`src/lcs_pkg.sv`:
```
// shared constants and types for the linear ccd clock sequencer
package lcs_pkg;

   // ****************************************************************
   // clock and timing
   // ****************************************************************
   localparam int CLK_PERIOD_NS = 20;           // sys_clk period, 50 mhz
   localparam int QUARTER_NS = 100;             // least time of one quarter pixel slot
   localparam int TG_STEP_NS = 1000;            // least time of each transfer gate step
   localparam int TIMER_W = 16;                 // width of the step timer
   // least times round up to whole cycles
   localparam logic [15:0] QUARTER_CYCLES =
      16'((QUARTER_NS + CLK_PERIOD_NS - 1) / CLK_PERIOD_NS);
   localparam logic [15:0] TG_STEP_CYCLES =
      16'((TG_STEP_NS + CLK_PERIOD_NS - 1) / CLK_PERIOD_NS);

   // ****************************************************************
   // line geometry
   // ****************************************************************
   localparam int PIX_CNT_W = 12;               // pixel counter width
   localparam logic [11:0] LINE_PIXELS = 12'h8AE;  // 2222 register clocks per line
   localparam int INTEG_W = 24;                 // integration counter width

   // ****************************************************************
   // pixel slots: two pixels of four quarters each
   // ****************************************************************
   localparam logic [2:0] SLOT_FIRST = 3'h0;    // reset pulse of a pixel
   localparam logic [1:0] QTR_SAMPLE = 2'h1;    // quarter in which the afe samples
   localparam logic [1:0] QTR_LAST = 2'h3;      // last quarter, phase two falls after it
   localparam logic [2:0] SLOT_LAST = 3'h7;     // last slot of a summed pair
   localparam logic [2:0] SLOT_SUM_RESET = 3'h4; // chroma reset slot when summing
   localparam logic [2:0] SLOT_SUM_LOW = 3'h6;  // summing gate low from here (25 %)

   // ****************************************************************
   // data path
   // ****************************************************************
   localparam int PIX_W = 16;                   // digitised pixel width
   localparam int FIFO_DEPTH = 32;              // words buffered toward the user

   // ****************************************************************
   // sequencer states
   // ****************************************************************
   typedef enum logic [2:0] {
      ST_IDLE,
      ST_READOUT,
      ST_PARK,
      ST_TG_ON,
      ST_TG1_OFF,
      ST_TG2_OFF
   } lcs_state_t;

endpackage

```
`src/lcs_fifo.sv`:
```
// synchronous valid/ready fifo for digitised pixels
`timescale 1ns/1ns
module lcs_fifo #(
   parameter int WIDTH = 16,
   parameter int DEPTH = 32
) (
   // clock and reset
   input wire logic sys_clk,
   input wire logic rst,
   // fill side
   input wire logic in_valid,
   output logic in_ready,
   input wire logic [WIDTH-1:0] in_data,
   // drain side
   output logic out_valid,
   input wire logic out_ready,
   output logic [WIDTH-1:0] out_data
);

   // ****************************************************************
   // storage and pointers
   // ****************************************************************
   localparam int AW = $clog2(DEPTH);
   logic [WIDTH-1:0] mem [DEPTH];       // word storage
   logic [AW:0] wr_ptr;                 // write pointer, extra wrap bit
   logic [AW:0] rd_ptr;                 // read pointer, extra wrap bit
   logic [AW:0] next_wr_ptr;
   logic [AW:0] next_rd_ptr;
   logic do_push;
   logic do_pop;
   logic next_in_ready;                 // not full after this edge
   logic next_out_valid;                // not empty after this edge
   logic [WIDTH-1:0] next_head;         // word at the head after this edge

   // ****************************************************************
   // status and next pointers
   // ****************************************************************
   // flags and head worked out ahead, so every output leaves a flip-flop
   always_comb begin
      do_push = in_valid && in_ready;
      do_pop = out_valid && out_ready;
      next_wr_ptr = do_push ? wr_ptr + 1'b1 : wr_ptr;
      next_rd_ptr = do_pop ? rd_ptr + 1'b1 : rd_ptr;
      // full when pointers differ only in the wrap bit
      next_in_ready = (next_wr_ptr ^ next_rd_ptr) != {1'b1, {AW{1'b0}}};
      next_out_valid = next_wr_ptr != next_rd_ptr;
      // a word written this cycle into the head slot bypasses the array
      next_head = (do_push && next_rd_ptr[AW-1:0] == wr_ptr[AW-1:0]) ? in_data
         : mem[next_rd_ptr[AW-1:0]];
   end

   // pointer, flag and head registers
   always_ff @(posedge sys_clk) begin
      if (rst) begin
         wr_ptr <= '0;
         rd_ptr <= '0;
         in_ready <= 1'b0;
         out_valid <= 1'b0;
         out_data <= '0;
      end else begin
         wr_ptr <= next_wr_ptr;
         rd_ptr <= next_rd_ptr;
         in_ready <= next_in_ready;
         out_valid <= next_out_valid;
         out_data <= next_head;
      end
   end

   // storage needs no reset, the pointers guard it
   always_ff @(posedge sys_clk) begin
      if (do_push) begin
         mem[wr_ptr[AW-1:0]] <= in_data;
      end
   end

endmodule // lcs_fifo

```
`src/lcs_sequencer.sv`:
```
// clock sequencer driving a four channel linear ccd and buffering its samples
`timescale 1ns/1ns
module lcs_sequencer (
   // clock and reset
   input wire logic sys_clk,
   input wire logic rst,
   // control
   input wire logic run,
   input wire logic sum_enable,
   input wire logic chroma_enable,
   input wire logic luma_enable,
   input wire logic [lcs_pkg::INTEG_W-1:0] integ_cycles,
   // chroma sensor clocks
   output logic chroma_phase_one_clk,
   output logic chroma_phase_two_clk,
   output logic chroma_summing_gate_clk,
   output logic chroma_diffusion_reset_clk,
   output logic chroma_transfer_gate_one_clk,
   output logic chroma_transfer_gate_two_clk,
   // luma sensor clocks
   output logic luma_phase_one_clk,
   output logic luma_phase_two_clk,
   output logic luma_diffusion_reset_clk,
   output logic luma_transfer_gate_clk,
   // analog front end
   output logic afe_sample,
   input wire logic [lcs_pkg::PIX_W-1:0] afe_data,
   output logic line_start,
   // pixel stream toward the user
   output logic pix_valid,
   input wire logic pix_ready,
   output logic [lcs_pkg::PIX_W-1:0] pix_data
);

   // ****************************************************************
   // state
   // ****************************************************************
   lcs_pkg::lcs_state_t state;           // sequencer state
   lcs_pkg::lcs_state_t next_state;
   logic [lcs_pkg::TIMER_W-1:0] timer;    // counts down within a slot or step
   logic [lcs_pkg::TIMER_W-1:0] next_timer;
   logic [2:0] slot;                      // quarter slot within a pixel pair
   logic [2:0] next_slot;
   logic [lcs_pkg::PIX_CNT_W-1:0] pix_cnt; // pixels clocked this line
   logic [lcs_pkg::PIX_CNT_W-1:0] next_pix_cnt;
   logic [lcs_pkg::INTEG_W-1:0] integ_cnt; // cycles since integration began
   logic [lcs_pkg::INTEG_W-1:0] next_integ_cnt;
   logic [9:0] next_pins;                 // next sensor clock levels
   logic next_afe_sample;
   logic next_line_start;
   logic push_valid;                      // sample word offered to the fifo
   logic push_ready;                      // fifo can take it
   logic [lcs_pkg::PIX_W-1:0] push_data;
   logic [lcs_pkg::PIX_W-1:0] next_push_data;
   logic next_push_valid;

   // ****************************************************************
   // helpers
   // ****************************************************************
   // phase one level for a slot; phase two is always its inverse
   function automatic logic phase_one(input logic [2:0] s);
      phase_one = !s[1];
   endfunction

   // chroma summing gate level for a slot and mode
   function automatic logic sum_gate(input logic [2:0] s, input logic summing);
      if (summing) begin
         sum_gate = s < lcs_pkg::SLOT_SUM_LOW;
      end else begin
         sum_gate = !phase_one(s);
      end
   endfunction

   // ****************************************************************
   // sequencing
   // ****************************************************************
   logic timer_done;
   logic integ_done;
   logic line_done;
   logic stall;
   always_comb begin
      timer_done = timer == '0;
      integ_done = integ_cnt >= integ_cycles;
      line_done = pix_cnt >= lcs_pkg::LINE_PIXELS;
      // hold the register when the fifo is full, so no sample is lost
      stall = (slot[1:0] == lcs_pkg::QTR_SAMPLE) && !line_done
         && push_valid && !push_ready;
      next_state = state;
      next_timer = timer_done ? '0 : timer - 1'b1;
      next_slot = slot;
      next_pix_cnt = pix_cnt;
      next_integ_cnt = (integ_cnt == '1) ? integ_cnt : integ_cnt + 1'b1;
      next_afe_sample = 1'b0;
      next_line_start = 1'b0;
      next_push_valid = push_valid && !push_ready;
      next_push_data = push_data;
      unique case (state)
         lcs_pkg::ST_IDLE: begin
            next_integ_cnt = '0;
            if (run) begin
               next_state = lcs_pkg::ST_READOUT;
               next_timer = lcs_pkg::QUARTER_CYCLES - 1'b1;
               next_slot = lcs_pkg::SLOT_FIRST;
               next_pix_cnt = '0;
            end
         end
         lcs_pkg::ST_READOUT: begin
            if (timer_done && !stall) begin
               next_timer = lcs_pkg::QUARTER_CYCLES - 1'b1;
               next_slot = slot + 1'b1;
               // afe samples the settled level, after reset, phase two low
               if (slot[1:0] == lcs_pkg::QTR_SAMPLE && !line_done) begin
                  next_afe_sample = 1'b1;
                  next_push_valid = 1'b1;
                  next_push_data = afe_data;
               end
               if (slot[1:0] == lcs_pkg::QTR_LAST && !line_done) begin
                  next_pix_cnt = pix_cnt + 1'b1;
               end
               // end the line only on a pair boundary so summing stays aligned
               if (slot == lcs_pkg::SLOT_LAST && line_done && integ_done) begin
                  next_state = lcs_pkg::ST_PARK;
                  next_timer = lcs_pkg::TG_STEP_CYCLES - 1'b1;
               end
               if (!run && slot == lcs_pkg::SLOT_LAST) begin
                  next_state = lcs_pkg::ST_IDLE;
               end
            end
         end
         lcs_pkg::ST_PARK: begin
            next_integ_cnt = '0;                  // next line starts integrating
            if (timer_done) begin
               next_state = lcs_pkg::ST_TG_ON;
               next_timer = lcs_pkg::TG_STEP_CYCLES - 1'b1;
            end
         end
         lcs_pkg::ST_TG_ON: begin
            if (timer_done) begin
               next_state = lcs_pkg::ST_TG1_OFF;
               next_timer = lcs_pkg::TG_STEP_CYCLES - 1'b1;
            end
         end
         lcs_pkg::ST_TG1_OFF: begin
            if (timer_done) begin
               next_state = lcs_pkg::ST_TG2_OFF;
               next_timer = lcs_pkg::TG_STEP_CYCLES - 1'b1;
            end
         end
         lcs_pkg::ST_TG2_OFF: begin
            if (timer_done) begin
               next_state = lcs_pkg::ST_READOUT;
               next_timer = lcs_pkg::QUARTER_CYCLES - 1'b1;
               next_slot = lcs_pkg::SLOT_FIRST;
               next_pix_cnt = '0;
               next_line_start = 1'b1;
            end
         end
      endcase
   end

   // ****************************************************************
   // sensor pin levels, worked out from the next state
   // ****************************************************************
   // order: c_p1 c_p2 c_sum c_rst c_tg1 c_tg2 l_p1 l_p2 l_rst l_tg
   logic c_p1, c_sum, c_rst, c_tg1, c_tg2, l_p1, l_rst, l_tg;
   always_comb begin
      // parked levels: phase one high, phase two low, gates at barrier
      c_p1 = 1'b1;
      l_p1 = 1'b1;
      c_sum = 1'b0;
      c_rst = 1'b1;
      l_rst = 1'b1;
      c_tg1 = 1'b0;
      c_tg2 = 1'b0;
      l_tg = 1'b0;
      unique case (next_state)
         lcs_pkg::ST_READOUT: begin
            // one slot counter drives both sets together
            c_p1 = phase_one(next_slot);
            l_p1 = phase_one(next_slot);
            // phase two falls after the last quarter, dumping into the node
            c_sum = sum_enable ? sum_gate(next_slot, 1'b1)
               : sum_gate(next_slot, 1'b0);
            l_rst = next_slot[1:0] == lcs_pkg::SLOT_FIRST[1:0];
            c_rst = sum_enable ? (next_slot == lcs_pkg::SLOT_SUM_RESET)
               : l_rst;
         end
         lcs_pkg::ST_TG_ON: begin
            c_tg1 = 1'b1;
            c_tg2 = 1'b1;
            l_tg = 1'b1;
         end
         lcs_pkg::ST_TG1_OFF: begin
            c_tg2 = 1'b1;
         end
         default: begin
         end
      endcase
      // a disabled set stays parked and isolated
      if (!chroma_enable) begin
         c_p1 = 1'b1;
         c_sum = 1'b0;
         c_rst = 1'b1;
         c_tg1 = 1'b0;
         c_tg2 = 1'b0;
      end
      if (!luma_enable) begin
         l_p1 = 1'b1;
         l_rst = 1'b1;
         l_tg = 1'b0;
      end
      next_pins = {c_p1, !c_p1, c_sum, c_rst, c_tg1, c_tg2, l_p1, !l_p1, l_rst, l_tg};
   end

   // ****************************************************************
   // registers
   // ****************************************************************
   // every sensor pin comes straight from a flip-flop to avoid glitches
   always_ff @(posedge sys_clk) begin
      if (rst) begin
         state <= lcs_pkg::ST_IDLE;
         timer <= '0;
         slot <= 3'h0;
         pix_cnt <= '0;
         integ_cnt <= '0;
         afe_sample <= 1'b0;
         line_start <= 1'b0;
         push_valid <= 1'b0;
         push_data <= '0;
         {chroma_phase_one_clk, chroma_phase_two_clk, chroma_summing_gate_clk,
          chroma_diffusion_reset_clk, chroma_transfer_gate_one_clk,
          chroma_transfer_gate_two_clk, luma_phase_one_clk, luma_phase_two_clk,
          luma_diffusion_reset_clk, luma_transfer_gate_clk} <= 10'h24A;  // parked
      end else begin
         state <= next_state;
         timer <= next_timer;
         slot <= next_slot;
         pix_cnt <= next_pix_cnt;
         integ_cnt <= next_integ_cnt;
         afe_sample <= next_afe_sample;
         line_start <= next_line_start;
         push_valid <= next_push_valid;
         push_data <= next_push_data;
         {chroma_phase_one_clk, chroma_phase_two_clk, chroma_summing_gate_clk,
          chroma_diffusion_reset_clk, chroma_transfer_gate_one_clk,
          chroma_transfer_gate_two_clk, luma_phase_one_clk, luma_phase_two_clk,
          luma_diffusion_reset_clk, luma_transfer_gate_clk} <= next_pins;
      end
   end

   // ****************************************************************
   // sample buffer toward the user
   // ****************************************************************
   // a full fifo stalls the register clocks instead of dropping pixels
   lcs_fifo #(
      .WIDTH(lcs_pkg::PIX_W),
      .DEPTH(lcs_pkg::FIFO_DEPTH)
   ) u_fifo (
      .sys_clk(sys_clk),
      .rst(rst),
      .in_valid(push_valid),
      .in_ready(push_ready),
      .in_data(push_data),
      .out_valid(pix_valid),
      .out_ready(pix_ready),
      .out_data(pix_data)
   );

endmodule // lcs_sequencer

```
`config.mk`:
```
export PLATFORM = sky130hd
export DESIGN_NAME = lcs_sequencer
export DESIGN_NICKNAME = d
export VERILOG_FILES = /design/src/lcs_pkg.sv /design/src/lcs_fifo.sv /design/src/lcs_sequencer.sv
export SDC_FILE = /design/constraint.sdc
export NUM_CORES = 1
export LEC_CHECK = 0
export ABC_AREA = 1
export BUFFER_PORTS_ARGS = -buffer_cell sky130_fd_sc_hd__clkbuf_2
export CORE_AREA = 2 2 228 230
export DETAILED_ROUTE_END_ITERATION = 8
export DIE_AREA = 0 0 230 232
export PLACE_DENSITY = 0.79
export SKIP_LAST_GASP = 1
export SLEW_MARGIN = 20
export SYNTH_ARGS = -nofsm -noshare
export SYNTH_HDL_FRONTEND = slang
export SYNTH_SLANG_ARGS = --single-unit
```
`constraint.sdc`:
```
create_clock -name sys_clk -period 5 [get_ports sys_clk]
set_input_delay 0.75 -clock sys_clk [delete_from_list [all_inputs] [get_ports sys_clk]]
set_output_delay 0.75 -clock sys_clk [all_outputs]
set_load 0.01 [all_outputs]
```
After elaboration in Yosys (flattened, before gate mapping)
Memories as Yosys holds them, arrays and structs flattened. A register that Yosys moved wholly into a read port is not among the register bits. Cells that the tools add are included.

Input bits: 47. Word-level logic and storage cells: 133. Memories: 1. Bits in registers: 101. Output and inout bits: 29. Memory bits (writable): 512.

Add/subtract/negate cells: 6. Reductions and logical operators: 33. Muxes and demuxes: 41. Equal/unequal tests: 19. Bitwise logic cells: 7. $lt $le $gt $ge: 3.

Memories: u_fifo.mem (words 32, bits a word 16, rd ports 1, clocked after Yosys merged registers in 1, write ports 1, line lcs_fifo.sv:24) `logic [WIDTH-1:0] mem [DEPTH];`.

Operator list (number): $mux 16 (5); $pmux 16 s4 (1); $mux 12 (4); $pmux 12 s3 (1); $mux 3 (11); $add 24x1->24 const B (1); $eq 24x24->1 const B (1); $ge 24x24->1 (1); $mux 6 (3); $pmux 3 s6 (1); $logic_not 16->1 (1); $sub 16x1->16 const B (1); $eq 3x3->1 const B (5); $reduce_or 3->1 (5); $mux 1 (14); $add 12x1->12 const B (1); $add 6x1->6 const B (2); $ge 12x12->1 const B (1); $logic_and 1x1->1 (11); $eq 3x2->1 const B (3); $pmux 3 s3 (1); $ne 2x2->1 const B (4); $reduce_or 2->1 (4); $logic_not 1->1 (7); other kinds (14) (20).

Logic depth before layout (Yosys ltp)
Depth after elaboration: 13. Mapped depth: 18. Depth with buffers taken out: 18.

Hierarchy
From an unflattened synthesis, not the netlist that was laid out.

Cell total of the unflattened synthesis: 2963. Area, all modules: 29136.7 um^2.

Modules (own cells, without submodules): lcs_fifo (seq. area each 15975.3 um^2, cells each 2240, area an instance 24124.4 um^2, times used 1); lcs_sequencer (seq. area each 1741.7 um^2, cells each 723, area an instance 5012.3 um^2, times used 1).

Least setup slack after synthesis
Ideal clock, no wire load.

Path type: input -> register. Start: input integ_cycles[23] (netlist bit). End: register chroma_phase_two_clk. Library setup time: 0.064 ns. Slack: 2.768 ns. Cell stages on the path: 14. Buffers on the path: 0. Data required time: 4.936 ns. Arrival time: 2.168 ns. Cell sequence: inv_1 -> ha_1 -> a21o_1 -> nor2_1 -> nand2_1 -> a21oi_1 -> nand2_1 -> nand3_1 -> nand2_1 -> nand2_1 -> nand3_1 -> nor2_4 -> nand2_1 -> nor2_1.

Cells in the longest elaborated chain, start to end: 10.

RTL lines: start: declaration (line lcs_sequencer.sv:12) `input wire logic [lcs_pkg::INTEG_W-1:0] integ_cycles,`; $ge 24x24->1 (line lcs_sequencer.sv:83) `integ_done = integ_cnt >= integ_cycles;`; $logic_and 1x1->1 (line lcs_sequencer.sv:121) `if (slot == lcs_pkg::SLOT_LAST && line_done && integ_done) begin`; $mux 3 (line lcs_sequencer.sv:121); $mux 3 (line lcs_sequencer.sv:125) `if (!run && slot == lcs_pkg::SLOT_LAST) begin`; $mux 3 (line lcs_sequencer.sv:108) `if (timer_done && !stall) begin`; $pmux 3 s6 (line lcs_sequencer.sv:97) `unique case (state)`; $eq 3x1->1 (line lcs_sequencer.sv:176) `unique case (next_state)`; $mux 1 (line lcs_sequencer.sv:176); $mux 1 (line lcs_sequencer.sv:200) `if (!chroma_enable) begin`; $logic_not 1->1 (line lcs_sequencer.sv:212) `next_pins = {c_p1, !c_p1, c_sum, c_rst, c_tg1, c_tg2, l_p1, !l_p1, l_rst, l_tg};`; end: declaration (line lcs_sequencer.sv:15) `output logic chroma_phase_two_clk,`.

Every way passes these cells. A chain may end at the register's enable or synchronous reset.

Final worst setup path
Start: register u_fifo.out_valid. End: register u_fifo.out_data[4], read port of u_fifo.mem.

Cells in the longest elaborated chain, start to end: 2.

RTL lines: start: declaration (line lcs_fifo.sv:15) `output logic out_valid,`; start signal: assignment (line lcs_fifo.sv:64) `out_valid <= next_out_valid;`; $logic_and 1x1->1 (line lcs_fifo.sv:41) `do_pop = out_valid && out_ready;`; $mux 6 (line lcs_fifo.sv:43) `next_rd_ptr = do_pop ? rd_ptr + 1'b1 : rd_ptr;`; end: declaration (line lcs_fifo.sv:17) `output logic [WIDTH-1:0] out_data`.

Every way passes these cells.

==> impl_metrics.json <==
{
  "status": "completed",
  "ys.flop_type": "edfxtp_1",
  "grt.total_usage_pct": 25.0,
  "synthToLayoutAreaGrowth_pct": 11.3,
  "critical_path_depth": 11,
  "p_leak_nw": 11.6,
  "post_cts_resized": 0,
  "setup_viol_count_final": 0,
  "grt_first_pass_wirelength_mm": 104,
  "root_buffer": "clkbuf_16",
  "synth_seq_cells": 629,
  "cts_hold_buf": 0,
  "crit_required_ps": 5540,
  "vias": 19101,
  "slew-limit-headroom_pct": 30.2,
  "start_util_pct": 52.5,
  "synth-simple-area-share_pct": 14.4,
  "synthMuxAreaShare_pct": 0,
  "grt_max_degree": 156,
  "nets": 2582,
  "tightest_slew_ps": 1050,
  "cts.path.max_buffers": 3,
  "period_minus_slack_ps": 3460,
  "dp.cells": 3118,
  "final-hold-violation-count": 0,
  "worstPathBufferInverterCount": 2,
  "cap_violations": 0,
  "cts_sinks": 629,
  "die_h_um": 232,
  "gr-total-overflow": 0,
  "async_flop_share_pct": 0,
  "syn-num-nets": 2509,
  "syn_area_per_cell_um2": 11.0,
  "gp_routability_congestion": 0.880,
  "via_per_inst": 5.92,
  "seq_area_frac_synth_pct": 66.4,
  "drtAntennaViolNets": 0,
  "arrival_ps": 4000,
  "cts_setup_buffers": 0,
  "io_buffer_count": 75,
  "hpwlAfterDp_mm": 38.5,
  "mostFrequentLayoutCell": "edfxtp_1",
  "endpoint_kind": "register",
  "power_density_nw_per_um2": 376,
  "worst-path-max-fanout": 126,
  "cts_tree": "done",
  "diodes": 0,
  "start_kind": "register",
  "cts_buffers": 58,
  "yosysWarnings": 0,
  "ios": 76,
  "synthXorXnorAreaFrac_pct": 1.58,
  "report.final.slew_viol_count": 0,
  "max-vdd-ir-drop_v": 0.000504,
  "synthAdderAreaFrac_pct": 1.73,
  "path_class": "register to register",
  "fmax_ghz": 0.289,
  "insertion_delay_ps": 630,
  "synthCells": 2425,
  "synth_edf_count": 512,
  "critPathSlowestCell": "inv_6",
  "die_x_um": 230,
  "cp_slowest_stage_delay_ps": 840,
  "hold_depth": 3,
  "coreArea_um2": 50900,
  "hold_path.class": "input pin to register",
  "synthesis.area_um2": 26700,
  "routed_wirelength_mm": 67.2,
  "routedWlPerCell_um": 20.8,
  "fp-row-count": 83,
  "crit_chain": "nand2_2, nand2_1, nand2_8, inv_6, buf_12, o21ai_0, o221ai_1, nand3_1, nand3_1, nand2_1, a21oi_1",
  "synth_compound_area_share_pct": 11.2,
  "h-tree-depth": 2,
  "rsz0062_at_grt": "false",
  "synth_top_family_by_area": "simple AND/OR/NAND/NOR gates",
  "fin_crit_sh_pct": 69.2,
  "skew_ps": 23.4,
  "grt_pass1_vias": 18818,
  "die_area_um2": 53400,
  "layout_common_cells": "edfxtp_1, nor2_1, o21ai_0",
  "clk_pin_slew_ps": 70,
  "drc": 0,
  "drive_gt1_share_pct": 11.1,
  "finalSetupTns_ps": 0,
  "drtIter0Drc": 2485,
  "ys_types": 49,
  "antenna_found_initial": 1,
  "dr.pass1.iters": 6,
  "worstRegToRegCells": 11,
  "crit_family": "buffers and inverters",
  "instances_no_fill": 3227
}
[cell type report]
cell class | instances | area [um^2]
tap | 680 | 851
sequential | 629 | 17700
clock inverter | 30 | 220
inverter | 167 | 636
timing repair buffer | 140 | 901
multi-input combinational | 1502 | 7740
fill | 3981 | 21200
clock buffer | 79 | 1640
[path summary, 6_finish.rpt]
kind	start	to	slack, ps
worst min register to register	pix_cnt[8]$_SDFFE_PP0P_	pix_cnt[8]$_SDFFE_PP0P_	480
worst min-delay path	afe_data[11]	push_data[11]$_SDFFE_PP0P_	350
worst max-delay path	u_fifo.out_valid$_SDFF_PP0_	u_fifo.out_data[4]$_SDFF_PP0_	1540
worst max register to register	u_fifo.out_valid$_SDFF_PP0_	u_fifo.out_data[4]$_SDFF_PP0_	1540
[state kept, by name, summed over array words and instances, names as in the netlist, 3 cells and up]
| name | flops |
|---|---|
| u_fifo.rd_ptr | 6 |
| integ_cnt | 24 |
| u_fifo.mem | 512 |
| pix_cnt | 12 |
| state | 3 |
| push_data | 16 |
| slot | 3 |
| u_fifo.out_data | 16 |
| u_fifo.wr_ptr | 6 |
| timer | 16 |
[metrics by stage]
| stage | power (W) | setup WS (ps) | utilization (%) | instance area, um^2 | hold WS (ps) |
|---|---|---|---|---|---|
| floorplan | 0.00673 | 2770 | - | 26700 | 458 |
| global placement | 0.00691 | 1310 | 54.7 | 27800 | 471 |
| detailed placement | 0.00696 | 1260 | 54.7 | 27800 | 474 |
| CTS | 0.0112 | 1650 | 58.4 | 29700 | 322 |
| global route | 0.0115 | 1290 | 58.4 | 29700 | 361 |
| finish | 0.0112 | 1540 | 58.4 | 29700 | 352 |
[synth_stat cells (9+ instances only)]
master / instances / area (um^2)
o211ai_1: 59 / 443
ha_1: 37 / 463
clkbuf_1: 53 / 199
edfxtp_1: 512 / 15400
xor2_1: 32 / 280
dfxtp_1: 117 / 2340
nand4_1: 9 / 56.3
nand3_1: 125 / 626
buf_2: 54 / 270
inv_1: 152 / 571
o221ai_1: 72 / 631
buf_6: 9 / 101
nor2_1: 489 / 1840
nor3_1: 24 / 120
xnor2_1: 13 / 114
nand2_1: 228 / 856
o21ai_0: 288 / 1440
a21oi_1: 47 / 235
nand2_2: 9 / 56.3
o21ai_1: 24 / 120
inv_2: 11 / 41.3
[tightest hold or removal path, delay by kind of cell]
family                 cells  cell delay (ps)
buffers and inverters      1               80
AND/OR/NAND/NOR            2              120
[per-layer routing]
metal  wire (um)  vias to the layer above  track usage, %
met5           0                        -               0
met4        2770                        0            12.0
li1            -                     8675               -
met2       31900                     1143            41.3
met3        7710                      160            5.01
met1       24800                     9123            31.8
[power breakdown]
group / switching (W) / total (W) / internal, W
clock network: 0.00190 / 0.00430 / 0.00240
registers: 0.0000924 / 0.00579 / 0.00569
logic: 0.000717 / 0.00109 / 0.000371
[cell families (layout without fill, tap and decap cells)]
family          count (synthesis)  count (layout)
flops                         629             629
simple gates                  916             916
fa+ha+maj                      37              37
xor+xnor                       46              46
compound gates                503             503
buf+inv                       294             416
Power figures use the tool's default switching activity.
